### src/rtl/monitor_pkg.sv
// Function
// - monitor data rides the selected of three channels
// - port select picks line, enable gates drive
// - reset gives channel 0, enabled, downstream line
// - same byte resent each frame until acknowledged
// - transmit control set drives transmit handshake active
// - valid byte stored, data received status raised
// - receive control set acknowledges first byte
// - new byte: transmit handshake inactive one frame
// - receive byte read: handshake inactive one frame
// - transmit control clear ends message, receiver flags
// - receive control clear ends transfer, active drops
// - receive handshake inactive twice means abort request
// - both handshakes inactive twice means idle
// - accept byte only after two identical frames
// - check every driven data bit and the transmit handshake bit
// - transmit and receive run at once
// - common enable gates acknowledge, abort, end statuses
// - receive enable gates data received status
// - no legacy numbered monitor commands, interrupts only
// - timeout aborts after forty frames, then end
// - own transmit aborts on abort request, collision, timeout
package monitor_pkg;

	//----------------------------------------
	// frame layout
	//----------------------------------------
	localparam logic [6:0] BIT_FIRST = 7'h00;
	localparam logic [6:0] BIT_LAST  = 7'h5F;
	localparam logic [6:0] BIT_STEP  = 7'h01;
	localparam logic [6:0] MON_OFS   = 7'h10; // monitor byte in channel
	localparam logic [6:0] MON_LEN   = 7'h08;
	localparam logic [6:0] MR_OFS    = 7'h1E; // receive handshake bit
	localparam logic [6:0] MX_OFS    = 7'h1F; // transmit handshake bit
	localparam logic       HS_ACTIVE   = 1'b0;
	localparam logic       HS_INACTIVE = 1'b1;

	//----------------------------------------
	// register map and fields
	//----------------------------------------
	localparam logic [2:0] ADDR_CTRL  = 3'h0;
	localparam logic [2:0] ADDR_HS    = 3'h1;
	localparam logic [2:0] ADDR_STAT  = 3'h2;
	localparam logic [2:0] ADDR_STATE = 3'h3;
	localparam logic [2:0] ADDR_TXB   = 3'h4;
	localparam logic [2:0] ADDR_RXB   = 3'h5;
	localparam logic [2:0] ADDR_CFG   = 3'h6;
	localparam logic [7:0] CTRL_RST   = 8'h08;
	localparam logic [7:0] CTRL_MASK  = 8'h0F;
	localparam logic [7:0] HS_RST     = 8'h00;
	localparam logic [7:0] HS_MASK    = 8'h0F;
	localparam logic [7:0] CFG_RST    = 8'h00;
	localparam logic [7:0] CFG_MASK   = 8'h01;
	localparam int CTRL_DPS = 2;
	localparam int CTRL_EN  = 3;
	localparam int HS_MXC   = 0;
	localparam int HS_MIE   = 1;
	localparam int HS_MRC   = 2;
	localparam int HS_MRE   = 3;
	localparam int ST_MDA   = 0;
	localparam int ST_MAB   = 1;
	localparam int ST_MDR   = 2;
	localparam int ST_MER   = 3;
	localparam int CFG_TIMEOUT_ENABLE = 0;

	//----------------------------------------
	// timing
	//----------------------------------------
	localparam int unsigned TIMEOUT_MS = 5;
	localparam int unsigned FRAME_US   = 125;
	localparam logic [5:0]  TIMEOUT_FRAMES = 6'(TIMEOUT_MS * 1000 / FRAME_US);
	localparam logic [1:0]  EOM_LAST   = 2'h1; // two inactive frames

	typedef enum logic [2:0] {TX_IDLE, TX_SEND, TX_HOLD, TX_GAP, TX_EOM} tx_state_t;

endpackage

### src/rtl/monitor_channel_handshake.sv
// Decided for this implementation: strobed register access and the placing of the registers.
`timescale 1ns/1ps
`default_nettype none
module monitor_channel_handshake
	import monitor_pkg::*;
(
	input  wire logic       sys_clk,
	input  wire logic       srst,
	input  wire logic [2:0] addr,
	input  wire logic [7:0] wr_data,
	input  wire logic       wr_en,
	input  wire logic       rd_en,
	output logic      [7:0] rd_data,
	input  wire logic       dcl,
	input  wire logic       fsc,
	input  wire logic       du_in,
	output logic            du_out,
	output logic            du_oe,
	input  wire logic       dd_in,
	output logic            dd_out,
	output logic            dd_oe
);
	//----------------------------------------
	// declarations
	//----------------------------------------
	logic [3:0] pins_s;
	logic [6:0] bit_idx;
	logic       drive_tick;
	logic       sample_tick;
	logic [7:0] ctrl_q;
	logic [7:0] hs_q;
	logic [7:0] cfg_q;
	logic [3:0] status_q;
	logic [3:0] status_set;
	logic [7:0] tx_byte_q;
	logic [7:0] rx_byte_q;
	logic [7:0] rd_data_q;
	logic [7:0] rd_mux;
	logic       mac_q;
	logic       du_oe_q;
	logic       dd_oe_q;
	logic       drv_exp_q;
	logic       chk_q;
	logic       coll_q;
	logic [7:0] rx_shift_q;
	logic [7:0] rx_prev_q;
	logic       mx_in_q;
	logic       mx_prev_q;
	logic       mr_in_q;
	logic       mr_prev_q;
	logic       mx_out_q;
	logic       mr_out_q;
	tx_state_t  tx_q;
	tx_state_t  tx_d;
	logic [5:0] timer_q;
	logic [1:0] eom_cnt_q;
	logic       acked_q;
	logic       new_byte_q;
	logic       taken_q;
	logic       rx_busy_q;
	logic       ack_en_q;
	logic       await_q;
	logic       read_seen_q;

	//----------------------------------------
	// pin sampling and bit timing
	//----------------------------------------
	pin_sync #(.WIDTH(4)) u_sync (
		.async_in (({dcl, fsc, du_in, dd_in})),
		.sys_clk  (sys_clk),
		.srst     (srst),
		.sync_out (pins_s)
	);

	frame_slot_counter u_slots (
		.sys_clk     (sys_clk),
		.srst        (srst),
		.dcl_s       (pins_s[3]),
		.fsc_s       (pins_s[2]),
		.bit_idx     (bit_idx),
		.drive_tick  (drive_tick),
		.sample_tick (sample_tick)
	);

	function automatic logic [6:0] slot_pos(input logic [1:0] ch, input logic [6:0] ofs);
		return {ch, 5'h00} + ofs;
	endfunction

	//----------------------------------------
	// slot decode and line selection
	//----------------------------------------
	logic [6:0] mon_base;
	logic [6:0] mon_end;
	logic [6:0] mx_pos;
	logic [6:0] mr_pos;
	logic [2:0] mon_bit;
	logic       in_mon;
	logic       at_mx;
	logic       at_mr;
	logic       data_port_select;
	logic       mon_en;
	logic       line_in;
	logic       line_out_s;
	logic       tx_on;
	logic       drv_val;
	logic       drive_low;
	logic       coll_now;
	logic       frame_tick;

	// selected channel places the monitor byte and handshake bits
	assign mon_base   = slot_pos(ctrl_q[1:0], MON_OFS);
	assign mon_end    = mon_base + MON_LEN;
	assign mx_pos     = slot_pos(ctrl_q[1:0], MX_OFS);
	assign mr_pos     = slot_pos(ctrl_q[1:0], MR_OFS);
	assign mon_bit    = 3'(bit_idx - mon_base);
	assign in_mon     = (bit_idx >= mon_base) && (bit_idx < mon_end);
	assign at_mx      = bit_idx == mx_pos;
	assign at_mr      = bit_idx == mr_pos;
	// port select: 0 sends downstream and listens upstream
	assign data_port_select        = ctrl_q[CTRL_DPS];
	assign mon_en     = ctrl_q[CTRL_EN];
	assign line_in    = data_port_select ? pins_s[0] : pins_s[1];
	assign line_out_s = data_port_select ? pins_s[1] : pins_s[0];
	assign frame_tick = drive_tick && (bit_idx == BIT_FIRST);

	// value owed on the line for the current bit, msb first
	assign tx_on     = tx_q != TX_IDLE;
	assign drv_val   = (in_mon && tx_on) ? tx_byte_q[~mon_bit] :
	                   at_mx ? mx_out_q : at_mr ? mr_out_q : HS_INACTIVE;
	assign drive_low = mon_en && !drv_val;
	// released bit read back low means another driver
	assign coll_now  = sample_tick && chk_q && drv_exp_q && !line_out_s;

	//----------------------------------------
	// line drive, open drain
	//----------------------------------------
	always_ff @(posedge sys_clk) begin
		if (srst) begin
			du_oe_q   <= 1'b0;
			dd_oe_q   <= 1'b0;
			drv_exp_q <= 1'b1;
			chk_q     <= 1'b0;
		end else if (drive_tick) begin
			du_oe_q   <= data_port_select && drive_low;
			dd_oe_q   <= !data_port_select && drive_low;
			drv_exp_q <= drv_val;
			chk_q     <= mon_en && tx_on && (in_mon || at_mx);
		end
	end

	//----------------------------------------
	// bit capture within the frame
	//----------------------------------------
	always_ff @(posedge sys_clk) begin
		if (srst) begin
			rx_shift_q <= 8'h00;
			mx_in_q    <= HS_INACTIVE;
			mr_in_q    <= HS_INACTIVE;
			coll_q     <= 1'b0;
		end else begin
			if (sample_tick && in_mon) begin
				rx_shift_q <= {rx_shift_q[6:0], line_in};
			end
			if (sample_tick && at_mx) begin
				mx_in_q <= line_in;
			end
			if (sample_tick && at_mr) begin
				mr_in_q <= line_in;
			end
			coll_q <= coll_now || (coll_q && !frame_tick);
		end
	end

	//----------------------------------------
	// transmitter
	//----------------------------------------
	logic mr_ack;
	logic mr_abort;
	logic timeout_enable_hit;
	logic abort_tx;
	logic consume;

	// acknowledge is receive handshake going inactive to active
	assign mr_ack   = mr_prev_q && !mr_in_q;
	assign mr_abort = acked_q && mr_prev_q && mr_in_q;
	assign timeout_enable_hit = cfg_q[CFG_TIMEOUT_ENABLE] && (timer_q == TIMEOUT_FRAMES);
	assign abort_tx = coll_q || mr_abort || timeout_enable_hit;
	assign consume  = frame_tick && ((tx_q == TX_HOLD && tx_d == TX_GAP) || tx_q == TX_IDLE);

	// next state once per frame
	always_comb begin
		tx_d = tx_q;
		unique case (tx_q)
			TX_IDLE: begin
				if (hs_q[HS_MXC]) begin
					tx_d = TX_SEND;
				end
			end
			TX_SEND: begin
				if (!hs_q[HS_MXC] || abort_tx) begin
					tx_d = TX_EOM;
				end else if (mr_ack) begin
					tx_d = TX_HOLD;
				end
			end
			TX_HOLD: begin
				// both handshakes active: the byte is resent as a delay
				if (!hs_q[HS_MXC] || abort_tx) begin
					tx_d = TX_EOM;
				end else if (new_byte_q) begin
					tx_d = TX_GAP;
				end
			end
			TX_GAP: begin
				tx_d = abort_tx ? TX_EOM : TX_SEND;
			end
			TX_EOM: begin
				if (eom_cnt_q == EOM_LAST) begin
					tx_d = TX_IDLE;
				end
			end
		endcase
	end

	// state, handshake bit and waiting timer
	always_ff @(posedge sys_clk) begin
		if (srst) begin
			tx_q      <= TX_IDLE;
			mx_out_q  <= HS_INACTIVE;
			timer_q   <= 6'h00;
			eom_cnt_q <= 2'h0;
			acked_q   <= 1'b0;
			mac_q     <= 1'b0;
		end else if (frame_tick) begin
			tx_q      <= tx_d;
			// same byte repeats while handshake stays active
			mx_out_q  <= (tx_d == TX_SEND || tx_d == TX_HOLD) ? HS_ACTIVE : HS_INACTIVE;
			timer_q   <= (tx_d != tx_q || tx_d == TX_GAP) ? 6'h00 : timer_q + 6'h01;
			eom_cnt_q <= (tx_q == TX_EOM) ? eom_cnt_q + 2'h1 : 2'h0;
			acked_q   <= (tx_d != TX_IDLE) && (acked_q || (tx_q == TX_SEND && mr_ack));
			mac_q     <= (tx_d != TX_IDLE) || (mr_in_q == HS_ACTIVE);
		end
	end

	//----------------------------------------
	// receiver
	//----------------------------------------
	logic rx_valid;
	logic rx_eom;
	logic pulse_now;
	logic ack_en_d;
	logic rx_busy_d;

	// two identical frames with handshake active make a byte
	assign rx_valid  = !mx_in_q && !mx_prev_q && (rx_shift_q == rx_prev_q) && !taken_q;
	assign rx_eom    = mx_in_q && mx_prev_q && rx_busy_q;
	assign pulse_now = await_q && read_seen_q;
	assign ack_en_d  = hs_q[HS_MRC] && (ack_en_q || rx_valid || rx_busy_q);
	assign rx_busy_d = rx_valid || (rx_busy_q && !rx_eom);

	always_ff @(posedge sys_clk) begin
		if (srst) begin
			rx_prev_q <= 8'h00;
			rx_byte_q <= 8'h00;
			mx_prev_q <= HS_INACTIVE;
			mr_prev_q <= HS_INACTIVE;
			mr_out_q  <= HS_INACTIVE;
			taken_q   <= 1'b0;
			rx_busy_q <= 1'b0;
			ack_en_q  <= 1'b0;
			await_q   <= 1'b0;
		end else if (frame_tick) begin
			rx_prev_q <= rx_shift_q;
			mx_prev_q <= mx_in_q;
			mr_prev_q <= mr_in_q;
			taken_q   <= !mx_in_q && (taken_q || rx_valid);
			rx_busy_q <= rx_busy_d;
			ack_en_q  <= ack_en_d;
			// stored as plain data, never decoded as a command
			if (rx_valid) begin
				rx_byte_q <= rx_shift_q;
			end
			await_q   <= hs_q[HS_MRC] && !pulse_now && (await_q || (rx_valid && rx_busy_q));
			mr_out_q  <= (ack_en_d && !pulse_now) ? HS_ACTIVE : HS_INACTIVE;
		end
	end

	//----------------------------------------
	// status events and register port
	//----------------------------------------
	logic wr_ctrl;
	logic wr_hs;
	logic wr_txb;
	logic wr_cfg;
	logic rd_stat;
	logic rd_rxb;

	assign wr_ctrl = wr_en && addr == ADDR_CTRL;
	assign wr_hs   = wr_en && addr == ADDR_HS;
	assign wr_txb  = wr_en && addr == ADDR_TXB;
	assign wr_cfg  = wr_en && addr == ADDR_CFG;
	assign rd_stat = rd_en && addr == ADDR_STAT;
	assign rd_rxb  = rd_en && addr == ADDR_RXB;

	// enables gate the events before they reach the sticky bits
	assign status_set[ST_MDA] = frame_tick && hs_q[HS_MIE] && tx_q == TX_SEND && mr_ack && !abort_tx;
	assign status_set[ST_MAB] = frame_tick && hs_q[HS_MIE] && tx_on && tx_q != TX_EOM && abort_tx;
	assign status_set[ST_MDR] = frame_tick && hs_q[HS_MRE] && rx_valid && (hs_q[HS_MRC] || !rx_busy_q);
	assign status_set[ST_MER] = frame_tick && hs_q[HS_MIE] && rx_eom;

	always_comb begin
		unique case (addr)
			ADDR_CTRL:  rd_mux = ctrl_q;
			ADDR_HS:    rd_mux = hs_q;
			ADDR_STAT:  rd_mux = {4'h0, status_q};
			ADDR_STATE: rd_mux = {7'h00, mac_q};
			ADDR_TXB:   rd_mux = tx_byte_q;
			ADDR_RXB:   rd_mux = rx_byte_q;
			ADDR_CFG:   rd_mux = cfg_q;
			default:    rd_mux = 8'h00;
		endcase
	end

	// registers; status clears on read, a new event wins
	always_ff @(posedge sys_clk) begin
		if (srst) begin
			ctrl_q      <= CTRL_RST;
			hs_q        <= HS_RST;
			cfg_q       <= CFG_RST;
			status_q    <= 4'h0;
			tx_byte_q   <= 8'h00;
			rd_data_q   <= 8'h00;
			new_byte_q  <= 1'b0;
			read_seen_q <= 1'b0;
		end else begin
			if (wr_ctrl) begin
				ctrl_q <= wr_data & CTRL_MASK;
			end
			if (wr_hs) begin
				hs_q <= wr_data & HS_MASK;
			end
			if (wr_cfg) begin
				cfg_q <= wr_data & CFG_MASK;
			end
			if (wr_txb) begin
				tx_byte_q <= wr_data;
			end
			status_q    <= (status_q & ~{4{rd_stat}}) | status_set;
			rd_data_q   <= rd_en ? rd_mux : 8'h00;
			new_byte_q  <= wr_txb || (new_byte_q && !consume);
			read_seen_q <= rd_rxb || (read_seen_q && !(frame_tick && (pulse_now || rx_valid)));
		end
	end

	assign rd_data = rd_data_q;
	assign du_out  = 1'b0;
	assign dd_out  = 1'b0;
	assign du_oe   = du_oe_q;
	assign dd_oe   = dd_oe_q;
endmodule
`default_nettype wire

### src/rtl/pin_sync.sv
`timescale 1ns/1ps
`default_nettype none
module pin_sync #(
	parameter int unsigned WIDTH = 4
) (
	input  wire logic [WIDTH-1:0] async_in,
	input  wire logic             sys_clk,
	input  wire logic             srst,
	output logic      [WIDTH-1:0] sync_out
);
	logic [WIDTH-1:0] s1_q;
	logic [WIDTH-1:0] s2_q;
	logic [WIDTH-1:0] s3_q;
	logic [WIDTH-1:0] out_q;

	// three stages, output moves once stages two and three agree
	always_ff @(posedge sys_clk) begin
		if (srst) begin
			s1_q  <= '0;
			s2_q  <= '0;
			s3_q  <= '0;
			out_q <= '0;
		end else begin
			s1_q  <= async_in;
			s2_q  <= s1_q;
			s3_q  <= s2_q;
			out_q <= (s2_q & s3_q) | (out_q & (s2_q | s3_q));
		end
	end

	assign sync_out = out_q;
endmodule
`default_nettype wire

### src/rtl/frame_slot_counter.sv
`timescale 1ns/1ps
`default_nettype none
module frame_slot_counter
	import monitor_pkg::*;
(
	input  wire logic       sys_clk,
	input  wire logic       srst,
	input  wire logic       dcl_s,
	input  wire logic       fsc_s,
	output logic      [6:0] bit_idx,
	output logic            drive_tick,
	output logic            sample_tick
);
	logic       dcl_prev_q;
	logic [6:0] idx_q;
	logic       drv_q;
	logic       smp_q;
	logic       dcl_rise;
	logic       dcl_fall;
	logic [6:0] idx_d;

	// edges of the data clock, bit index moves on falling edge
	assign dcl_rise = dcl_s & ~dcl_prev_q;
	assign dcl_fall = ~dcl_s & dcl_prev_q;
	assign idx_d    = (fsc_s || idx_q == BIT_LAST) ? BIT_FIRST : idx_q + BIT_STEP;

	always_ff @(posedge sys_clk) begin
		if (srst) begin
			dcl_prev_q <= 1'b0;
			idx_q      <= BIT_LAST;
			drv_q      <= 1'b0;
			smp_q      <= 1'b0;
		end else begin
			dcl_prev_q <= dcl_s;
			drv_q      <= dcl_fall;
			smp_q      <= dcl_rise;
			if (dcl_fall) begin
				idx_q <= idx_d;
			end
		end
	end

	assign bit_idx     = idx_q;
	assign drive_tick  = drv_q;
	assign sample_tick = smp_q;
endmodule
`default_nettype wire

### config.mk
export PLATFORM = sky130hd
export DESIGN_NAME = monitor_channel_handshake
export DESIGN_NICKNAME = d
export VERILOG_FILES = /design/src/rtl/monitor_pkg.sv /design/src/rtl/monitor_channel_handshake.sv /design/src/rtl/pin_sync.sv /design/src/rtl/frame_slot_counter.sv
export SDC_FILE = /design/constraint.sdc
export NUM_CORES = 1
export LEC_CHECK = 0
export BUFFER_PORTS_ARGS = -buffer_cell sky130_fd_sc_hd__buf_4
export CORE_UTILIZATION = 55
export CTS_BUF_LIST = sky130_fd_sc_hd__clkbuf_8 sky130_fd_sc_hd__clkbuf_16
export CTS_CLUSTER_DIAMETER = 50
export CTS_CLUSTER_SIZE = 24
export DETAILED_ROUTE_END_ITERATION = 16
export GPL_ROUTABILITY_DRIVEN = 0
export PLACE_DENSITY = 0.69
export SYNTH_ARGS = -nofsm -noshare
export SYNTH_HDL_FRONTEND = slang
export SYNTH_SLANG_ARGS = --single-unit
### constraint.sdc
create_clock -name sys_clk -period 2.5 [get_ports sys_clk]
set_input_delay 0.5 -clock sys_clk [delete_from_list [all_inputs] [get_ports sys_clk]]
set_output_delay 0.5 -clock sys_clk [all_outputs]
set_load 0.03 [all_outputs]
Word-level counts from Yosys, hierarchy flattened

Index checks and enable logic that the tools add are counted.

$add $sub $neg: 8
$mul: 0
Div/mod/pow operators: 0
Magnitude comparators: 3
Equal/unequal tests: 21
Shift operators: 0
Mux-type cells: 21
Bitwise gates (word level): 14
Reduce and logical (&&, ||, !) cells: 98

Operators with widths:

| cell                | count |
|---|---|
| $logic_and 1x1->1   | 56 |
| $pmux 8 s7          | 1 |
| $add 7x5->7 const B | 3 |
| $mux 3              | 7 |
| $logic_or 1x1->1    | 20 |
| $eq 3x2->1 const B  | 6 |
| $logic_not 1->1     | 15 |
| $pmux 3 s5          | 1 |
| $eq 7x7->1          | 2 |
| $and 4x4->4         | 3 |
| $eq 3x3->1 const B  | 4 |
| $or 4x4->4          | 3 |
| $eq 3x1->1 const B  | 3 |
| $eq 8x8->1          | 1 |
| $mux 1              | 8 |
| $add 7x1->7 const B | 1 |
| $add 7x4->7 const B | 1 |
| $eq 7x7->1 const B  | 1 |
| $ge 7x7->1          | 1 |
| $logic_not 7->1     | 1 |
| $lt 7x7->1          | 1 |
| $mux 7              | 1 |
| $add 6x1->6 const B | 1 |
| $eq 6x6->1 const B  | 1 |
| 17 further kinds    | 23 |

Register bits after elaboration: 109
Bits in latches: 0
RAM bits: 0
Bits in read-only memories: 0
Bits of input ports: 19
Output and inout bits: 12
Word-level logic and storage cells: 204
Memories: 0

Logic depth before layout (Yosys ltp)

Gate-level depths: netlist (run 1).

Depth in word-level cells: 14
Depth in mapped cells: 8
Gate-level depth less buffers: 8

Modules after synthesis

From an unflattened synthesis (run 1), not the netlist that was laid out.

Cells, all modules: 551
Area, all modules: 4844.6 sq um

By module, submodules not included:

| module                    | times used | cells each | area each (sq um) |
|---|---|---|---|
| monitor_channel_handshake | 1          | 464        | 3886.2 |
| pin_sync                  | 1          | 41         | 486.7 |
| frame_slot_counter        | 1          | 46         | 471.7 |

Worst setup path before layout (run 1)

OpenSTA, ideal clock, no wires.

Path type: register to register
Start point: register ctrl_q[0]
End point: register drv_exp_q
Data arrival time: 1.657 ns
Path slack: 0.724 ns
Stages on the path, launching flop included: 8
Path buffers: 0
Cell sequence: dfxtp_1 -> inv_1 -> ha_1 -> nand3_1 -> nor4_4 -> and4_1 -> nor3_1 -> a211o_1

Word-level cells in the longest chain between the ends: 6
Elaborated cells on any way between the ends: 13

RTL lines:

| item                     | line                             | RTL |
|---|---|---|
| start: declaration       | monitor_channel_handshake.sv:30  | `logic [7:0] ctrl_q;` |
| start signal: assignment | monitor_channel_handshake.sv:337 | `ctrl_q <= wr_data & CTRL_MASK;` |
| $add 7x5->7              | monitor_channel_handshake.sv:86  | `return {ch, 5'h00} + ofs;` |
| $add 7x4->7              | monitor_channel_handshake.sv:112 | `assign mon_end = mon_base + MON_LEN;` |
| $lt 7x7->1               | monitor_channel_handshake.sv:116 | `assign in_mon = (bit_idx >= mon_base) && (bit_idx < mon_end);` |
| $logic_and 1x1->1        | monitor_channel_handshake.sv:116 |  |
| $logic_and 1x1->1        | monitor_channel_handshake.sv:128 | `assign drv_val = (in_mon && tx_on) ? tx_byte_q[~mon_bit] :` |
| $mux 1 *                 | monitor_channel_handshake.sv:128 |  |
| end signal: assignment   | monitor_channel_handshake.sv:146 | `drv_exp_q <= drv_val;` |
| end: declaration         | monitor_channel_handshake.sv:42  | `logic drv_exp_q;` |

Mark *: on every way between the ends. The rest lies on a longest branch, timed or not.
A chain may end at the register's enable or synchronous reset.

Worst setup path in the final report (run 1)

Start point: register timer_q[0]
End point: register timer_q[1]

Word-level cells in the longest chain between the ends: 9
Elaborated cells on any way between the ends: 13

RTL lines:

| item                                            | line                                                               | RTL |
|---|---|---|
| start: declaration                              | monitor_channel_handshake.sv:55                                    | `logic [5:0] timer_q;` |
| start signal: assignment                        | monitor_channel_handshake.sv:238                                   | `timer_q <= (tx_d != tx_q \|\| tx_d == TX_GAP) ? 6'h00 : timer_q + 6'h01;` |
| $eq 6x6->1                                      | monitor_channel_handshake.sv:186                                   | `assign timeout_enable_hit = cfg_q[CFG_TIMEOUT_ENABLE] && (timer_q == TIMEOUT_FRAMES);` |
| $logic_and 1x1->1                               | monitor_channel_handshake.sv:186                                   |  |
| $logic_or 1x1->1                                | monitor_channel_handshake.sv:187                                   | `assign abort_tx = coll_q \|\| mr_abort \|\| timeout_enable_hit;` |
| $logic_or 1x1->1                                | monitor_channel_handshake.sv:200, monitor_channel_handshake.sv:208 |  |
| $mux 3 (on tied branches)                       | monitor_channel_handshake.sv:208, monitor_channel_handshake.sv:200 |  |
| $pmux 3 s5                                      | monitor_channel_handshake.sv:193                                   | `unique case (tx_q)` |
| $ne 3x3->1 / $eq 3x2->1 (equally long branches) | monitor_channel_handshake.sv:238                                   |  |
| $logic_or 1x1->1                                | monitor_channel_handshake.sv:238                                   |  |
| $mux 6 *                                        | monitor_channel_handshake.sv:238                                   |  |

Marked as above.

==> results.toml, run 1 <==
[timing]
rsz0062_at_grt = "no"
worstMarginPinSlew_ns = 0.6547
setup_tns_ns = 0
fin_crit_sh_pct = 82.36
max_freq_mhz = 485.7
hold_slack_ns = 0.3243
period_minus_slack_ns = 2.059
slew_headroom_pct = 56.36
skew_ns = 0.01621
finalHoldViolations = 0
report.final.slew_viol_count = 0
setup_violations = 0

[clocking]
clock-root-buffer = "clkbuf_8"
cts_tree = "built"
clock_sinks = 109
cts_resized = 0
clk_pin_slew_worst_paths_ns = 0.11
worstSkewPairLatency_ns = 0.38
cts_hold_buf = 0
clockBufferDepth = 2
post_cts_buffers = 0
cts_made_buffers = 9
cts_max_level = 3

[logic_synthesis]
ys_async_sr_fraction_pct = 0
ys_ff_latch = 109
ys_warn_count = 0
synth_edf_count = 0
synthesis.area_sq_um = 4803
ys.flop_type = "dfxtp_1"
syn_inst = 552
syn_area_per_cell_sq_um = 8.702
yosysSeqAreaShare_pct = 45.43
ys_types = 66

[layout]
instances_no_fill = 681
fin_util_pct = 63.34
drive_above_1_share_pct = 12.85
antennaDiodeCount = 0
area_growth_pct = 9.977
final_nets = 598

[place]
dp_hpwl_um = 7777
placed_cells = 665
port_buffers = 28

[worst_setup_path]
worst-r2r-setup-slack_ns = 0.44
critical_path_class = "reg2reg"
critPathBufInv = 1
slowest_stage = "a211oi_2"
cp_max_fo = 8
critical_path_arrival_ns = 2.36
cp_slowest_stage_delay_ns = 0.44
cp-end-kind = "flop"
path_cells = "inv_1 > ha_1 > nor4bb_4 > a31oi_4 > a221oi_1 > a211oi_2 > nand3_1 > a21oi_1"
required_ns = 2.80
critical_path.top_delay_family = "compound AO/OA/AOI/OAI gates"
start_kind = "flop"

[die]
io_pins = 31
chipHeight_um = 95.45
core_sq_um = 8341
die_x_um = 95.45
initial_core_util_pct = 57.59
die_area_sq_um = 9111
num_rows = 33

[detailed_routing]
num_vias = 3923
avgRoutedWirePerCell_um = 16.02
drtIter0Drc = 201
first_pass_iters = 4
drc = 0
ant_nets = 0
via_per_inst = 5.761
drt-total-wl_um = 10910

[global_route]
antenna_found_initial = 0
grt_pass1_wl_um = 17750
grt_pass1_vias = 3591
grtUsageTotal_pct = 25.47
grt_max_degree = 38
grt_overflow_total = 0

[hold_path]
hp-class = "in2reg"

[power_and_ir_drop]
powerDensity_nw_per_um2 = 561.4
leakage_nw = 2.004
peakVddDrop_mv = 0.4284

[job]
drv_cap = 0

[outcome]
outcome = "finished, final reports clean"
[logic make-up (layout without fill, tap and decap cells)]
family / count (synthesis) / count (layout) / synth area share, %
AND/OR/NAND/NOR: 233 / 233 / 24.28
AO/OA/AOI/OAI: 115 / 115 / 15.29
flip-flops: 109 / 109 / 45.43
buffers and inverters: 46 / 69 / 4.141
multiplexers: 29 / 29 / 6.694
XOR/XNOR: 11 / 11 / 2.006
adder cells (fa/ha/maj): 8 / 8 / 2.084
other: 1 / 2 / 0.07807
[synthesized netlist by cell type (4+ instances only)]
master / count / share of area (%)
a21oi_1: 53 / 5.5
ha_1: 8 / 2.1
buf_2: 6 / 0.63
nand3_1: 28 / 2.9
nor4_1: 4 / 0.52
nor2_1: 50 / 3.9
a22oi_1: 7 / 1.1
nor3_1: 13 / 1.4
nor2b_1: 18 / 2.3
nand4_1: 4 / 0.52
o21ai_0: 18 / 1.9
mux2_2: 5 / 1.2
inv_1: 14 / 1.1
o22ai_1: 4 / 0.52
and2_1: 6 / 0.78
nand2b_1: 5 / 0.65
nand2_1: 80 / 6.3
and3_1: 4 / 0.52
clkbuf_1: 18 / 1.4
dfxtp_1: 109 / 45
xor2_1: 10 / 1.8
mux2i_1: 22 / 4.6
[layout make-up]
class / instances / area [sq um]
multi-input combinational: 398 / 2426
clock buffer: 10 / 137.6
clock inverter: 6 / 63.81
sequential: 109 / 2182
inverter: 15 / 56.30
timing repair buffer: 38 / 285.3
tap: 105 / 131.4
fill: 723 / 3058
[power breakdown]
group	internal, W	switching, W
Combinational	0.0000499	0.0000819
Sequential	0.00175	0.0000119
Clock	0.000418	0.000652
Total	0.00222	0.000746
[layout by cell type, fill, tap and decap left out, types with 4 or more instances in the layout]
cell      count
ha_1          8
nor3_1       13
a21oi_1      53
mux2_2        5
nand2_1      80
mux2i_1      22
nand3_1      28
o21ai_0      18
nor2b_1      18
nand2b_1      5
dfxtp_1     109
nand4_1       4
nor4_1        4
and2_1        6
o22ai_1       4
and3_1        4
clkbuf_8     10
buf_4        38
xor2_1       10
inv_1        14
nor2_1       50
a22oi_1       7
[flip-flops by register name, indices dropped and copies added, names as in the netlist, 4 cells and up]
register,cells
u_sync.s1_q,4
u_sync.s3_q,4
u_slots.bit_idx,7
rx_prev_q,8
rd_data,8
tx_byte_q,8
rx_shift_q,8
hs_q,4
rx_byte_q,8
timer_q,6
u_sync.sync_out,4
u_sync.s2_q,4
status_q,4
ctrl_q,4
[metrics by stage]
step                area (sq um)  power, W  worst slack, ns
floorplan                   4807  0.001883           0.7237
global placement            5081  0.001933           0.5290
detailed placement          5081  0.001934           0.4690
CTS                         5283  0.002987           0.4445
global route                5283  0.003067           0.2260
finish                      5283  0.002966           0.4409
[metal layers]
metal	up-vias	global-route usage, %	routed length, um
met5	-	0	0
met4	0	8.582	168
met3	16	4.386	455
met2	94	40.12	4977
met1	1853	35.23	5305
li1	1960	-	-
[worst paths after layout]
kind / to / from / cells past startpoint
worst max-delay path: timer_q[1]$_SDFFE_PP0P_ / timer_q[0]$_SDFFE_PP0P_ / 8
worst min-delay path: u_sync.s1_q[3]$_SDFF_PP0_ / dcl / 2
worst max register to register: timer_q[1]$_SDFFE_PP0P_ / timer_q[0]$_SDFFE_PP0P_ / 8
worst min register to register: u_sync.s2_q[1]$_SDFF_PP0_ / u_sync.s1_q[1]$_SDFF_PP0_ / 1
(Power assumes the default switching activity.)
==> run 2, diff against run 1 <==
--- a/config.mk
+++ b/config.mk
@@ -6,13 +6,13 @@
 export NUM_CORES = 1
 export LEC_CHECK = 0
 export BUFFER_PORTS_ARGS = -buffer_cell sky130_fd_sc_hd__buf_4
-export CORE_UTILIZATION = 55
+export CORE_UTILIZATION = 54
 export CTS_BUF_LIST = sky130_fd_sc_hd__clkbuf_8 sky130_fd_sc_hd__clkbuf_16
 export CTS_CLUSTER_DIAMETER = 50
 export CTS_CLUSTER_SIZE = 24
 export DETAILED_ROUTE_END_ITERATION = 16
 export GPL_ROUTABILITY_DRIVEN = 0
-export PLACE_DENSITY = 0.69
+export PLACE_DENSITY = 0.71
 export SYNTH_ARGS = -nofsm -noshare
 export SYNTH_HDL_FRONTEND = slang
 export SYNTH_SLANG_ARGS = --single-unit
==> constraint.sdc (replaced) <==
create_clock -name sys_clk -period 1.69 [get_ports sys_clk]
set_input_delay 0.338 -clock sys_clk [delete_from_list [all_inputs] [get_ports sys_clk]]
set_output_delay 0.338 -clock sys_clk [all_outputs]
set_load 0.03 [all_outputs]
==> results.toml, run 2 (same netlist as run 1, synthesis figures left out) <==
[outcome]
violations = "setup timing"
outcome = "finished with violations"

[detailed_routing]
drt-total-wl_um = 11330
avgRoutedWirePerCell_um = 15.46
num_vias = 4178
ant_nets = 0
drtIter0Drc = 183
first_pass_iters = 5
via_per_inst = 5.700
drc = 0

[global_route]
grt_overflow_total = 0
grt_pass1_wl_um = 17820
grtUsageTotal_pct = 25.04
grt_pass1_vias = 3709
antenna_found_initial = 0
grt_max_degree = 93

[power_and_ir_drop]
peakVddDrop_mv = 0.4231
powerDensity_nw_per_um2 = 734.9
leakage_nw = 2.272
total_power_w = 0.004301

[worst_setup_path]
start_kind = "flop"
path_cells = "inv_2 > ha_4 > nor4bb_4 > a31oi_4 > buf_4 > buf_4 > a21o_1 > nor3_2 > a211oi_2"
cp-end-kind = "flop"
cp_max_fo = 4
worst-r2r-setup-slack_ns = -0.12
critical_path_arrival_ns = 2.06
worst_path_most_repeated_cell = "buf_4"
required_ns = 1.94
cp_slowest_stage_delay_ns = 0.33
critical_path_class = "reg2reg"
slowest_stage = "dfxtp_2"

[clocking]
clk_pin_slew_worst_paths_ns = 0.10
cts_tree = "built"
clock-root-buffer = "clkbuf_8"
cts_max_level = 3
clockBufferDepth = 2
worstSkewPairLatency_ns = 0.37
cts_made_buffers = 9
clock_sinks = 109

[timing]
max_freq_mhz = 553.5
fin_crit_sh_pct = 106.9
skew_ns = 0.01472
finalHoldViolations = 0
report.final.slew_viol_count = 0
period_minus_slack_ns = 1.807
rsz0062_at_grt = "yes"
setup_violations = 15
setup_ws_ns = -0.1166

[die]
io_pins = 31
chipHeight_um = 96.32
core_sq_um = 8678
initial_core_util_pct = 55.35
die_x_um = 96.32
die_area_sq_um = 9277
num_rows = 34

[place]
port_buffers = 28
dp_hpwl_um = 7873
placed_cells = 706

[layout]
area_growth_pct = 21.83
drive_above_1_share_pct = 25.60
instances_no_fill = 733
final_cell_mix = "100 x dfxtp_1, 84 x buf_4, 79 x nand2_1"
antennaDiodeCount = 0
layout_commonest_cell = "dfxtp_1"
final_nets = 647

[job]
drv_cap = 0

[hold_path]
hp-class = "in2reg"
[run 2: cell count changes in the layout (fill, tap and decap cells not counted), moves of 3 or more]
cell / previous run / this run
buf_4: 38 / 84
dfxtp_1: 109 / 100
dfxtp_2: 0 / 9
o21ai_0: 18 / 12
o21ai_1: 1 / 7
ha_1: 8 / 3
inv_2: 0 / 4
a21oi_1: 53 / 50
a21oi_2: 0 / 3
ha_4: 0 / 3
inv_1: 14 / 11
[run 2: cell type report]
type | count | area [sq um]
Sequential cell | 109 | 2193
Inverter | 15 | 56.30
Timing Repair Buffer | 87 | 673.1
Fill cell | 720 | 2826
Tap cell | 108 | 135.1
Clock inverter | 6 | 47.55
Multi-Input combinational cell | 398 | 2609
Clock buffer | 10 | 137.6
[run 2: worst max-delay path, delay by kind of cell (launching register included)]
kind	cells	cell delay (ns)
and+or+nand+nor	2	0.45
AOI/OAI and AO/OA	3	0.44
buffers and inverters	3	0.36
DFF	1	0.33
adders and majority gates	1	0.12
[run 2: final timing paths]
| kind | from | to | depth (start not counted) |
|---|---|---|---|
| setup reg to reg | timer_q[1]$_SDFFE_PP0P_ | mac_q$_SDFFE_PP0P_ | 9 |
| hold reg to reg | u_slots.dcl_prev_q$_SDFF_PP0_ | u_slots.sample_tick$_SDFF_PP0_ | 1 |
| setup / recovery | timer_q[1]$_SDFFE_PP0P_ | mac_q$_SDFFE_PP0P_ | 9 |
| hold / removal | dcl | u_sync.s1_q[3]$_SDFF_PP0_ | 2 |
[run 2: layer usage]
layer	up-vias	part of all wire (%)	routed length, um	GRT usage, %
li1	2062	-	-	-
met5	-	0	0	0
met4	0	2.4	268	8.946
met3	26	4.6	523	3.949
met1	1989	45	5131	32.65
met2	101	48	5411	41.84
[run 2: timing repair]
item                                   in CTS  in global routing
pin swaps                                  15                 11
hold buffers                                0                  0
endpoints found under the hold margin       0                  0
setup endpoints to repair                  24                 36
buffers inserted                            3                  8
resized for setup                          17                 28
[run 2: power by group]
group | switching, W | internal [W]
Sequential | 0.0000158 | 0.00259
Combinational | 0.000126 | 0.0000832
Clock | 0.000897 | 0.000587
[run 2: metrics by stage]
step	hold WS (ns)	setup TNS [ns]	cell area (sq um)	utilization, %	worst slack (ns)
CTS	0.1631	-0.2984	5704	65.73	-0.07893
detailed placement	0.4256	-0.9146	5438	62.66	-0.1131
global route	0.1586	-4.038	5852	67.43	-0.2512
finish	0.1712	-0.8764	5852	67.43	-0.1166
global placement	0.4178	-0.1543	5438	62.66	-0.05179
floorplan	0.4072	-0.1276	4862	-	-0.07970
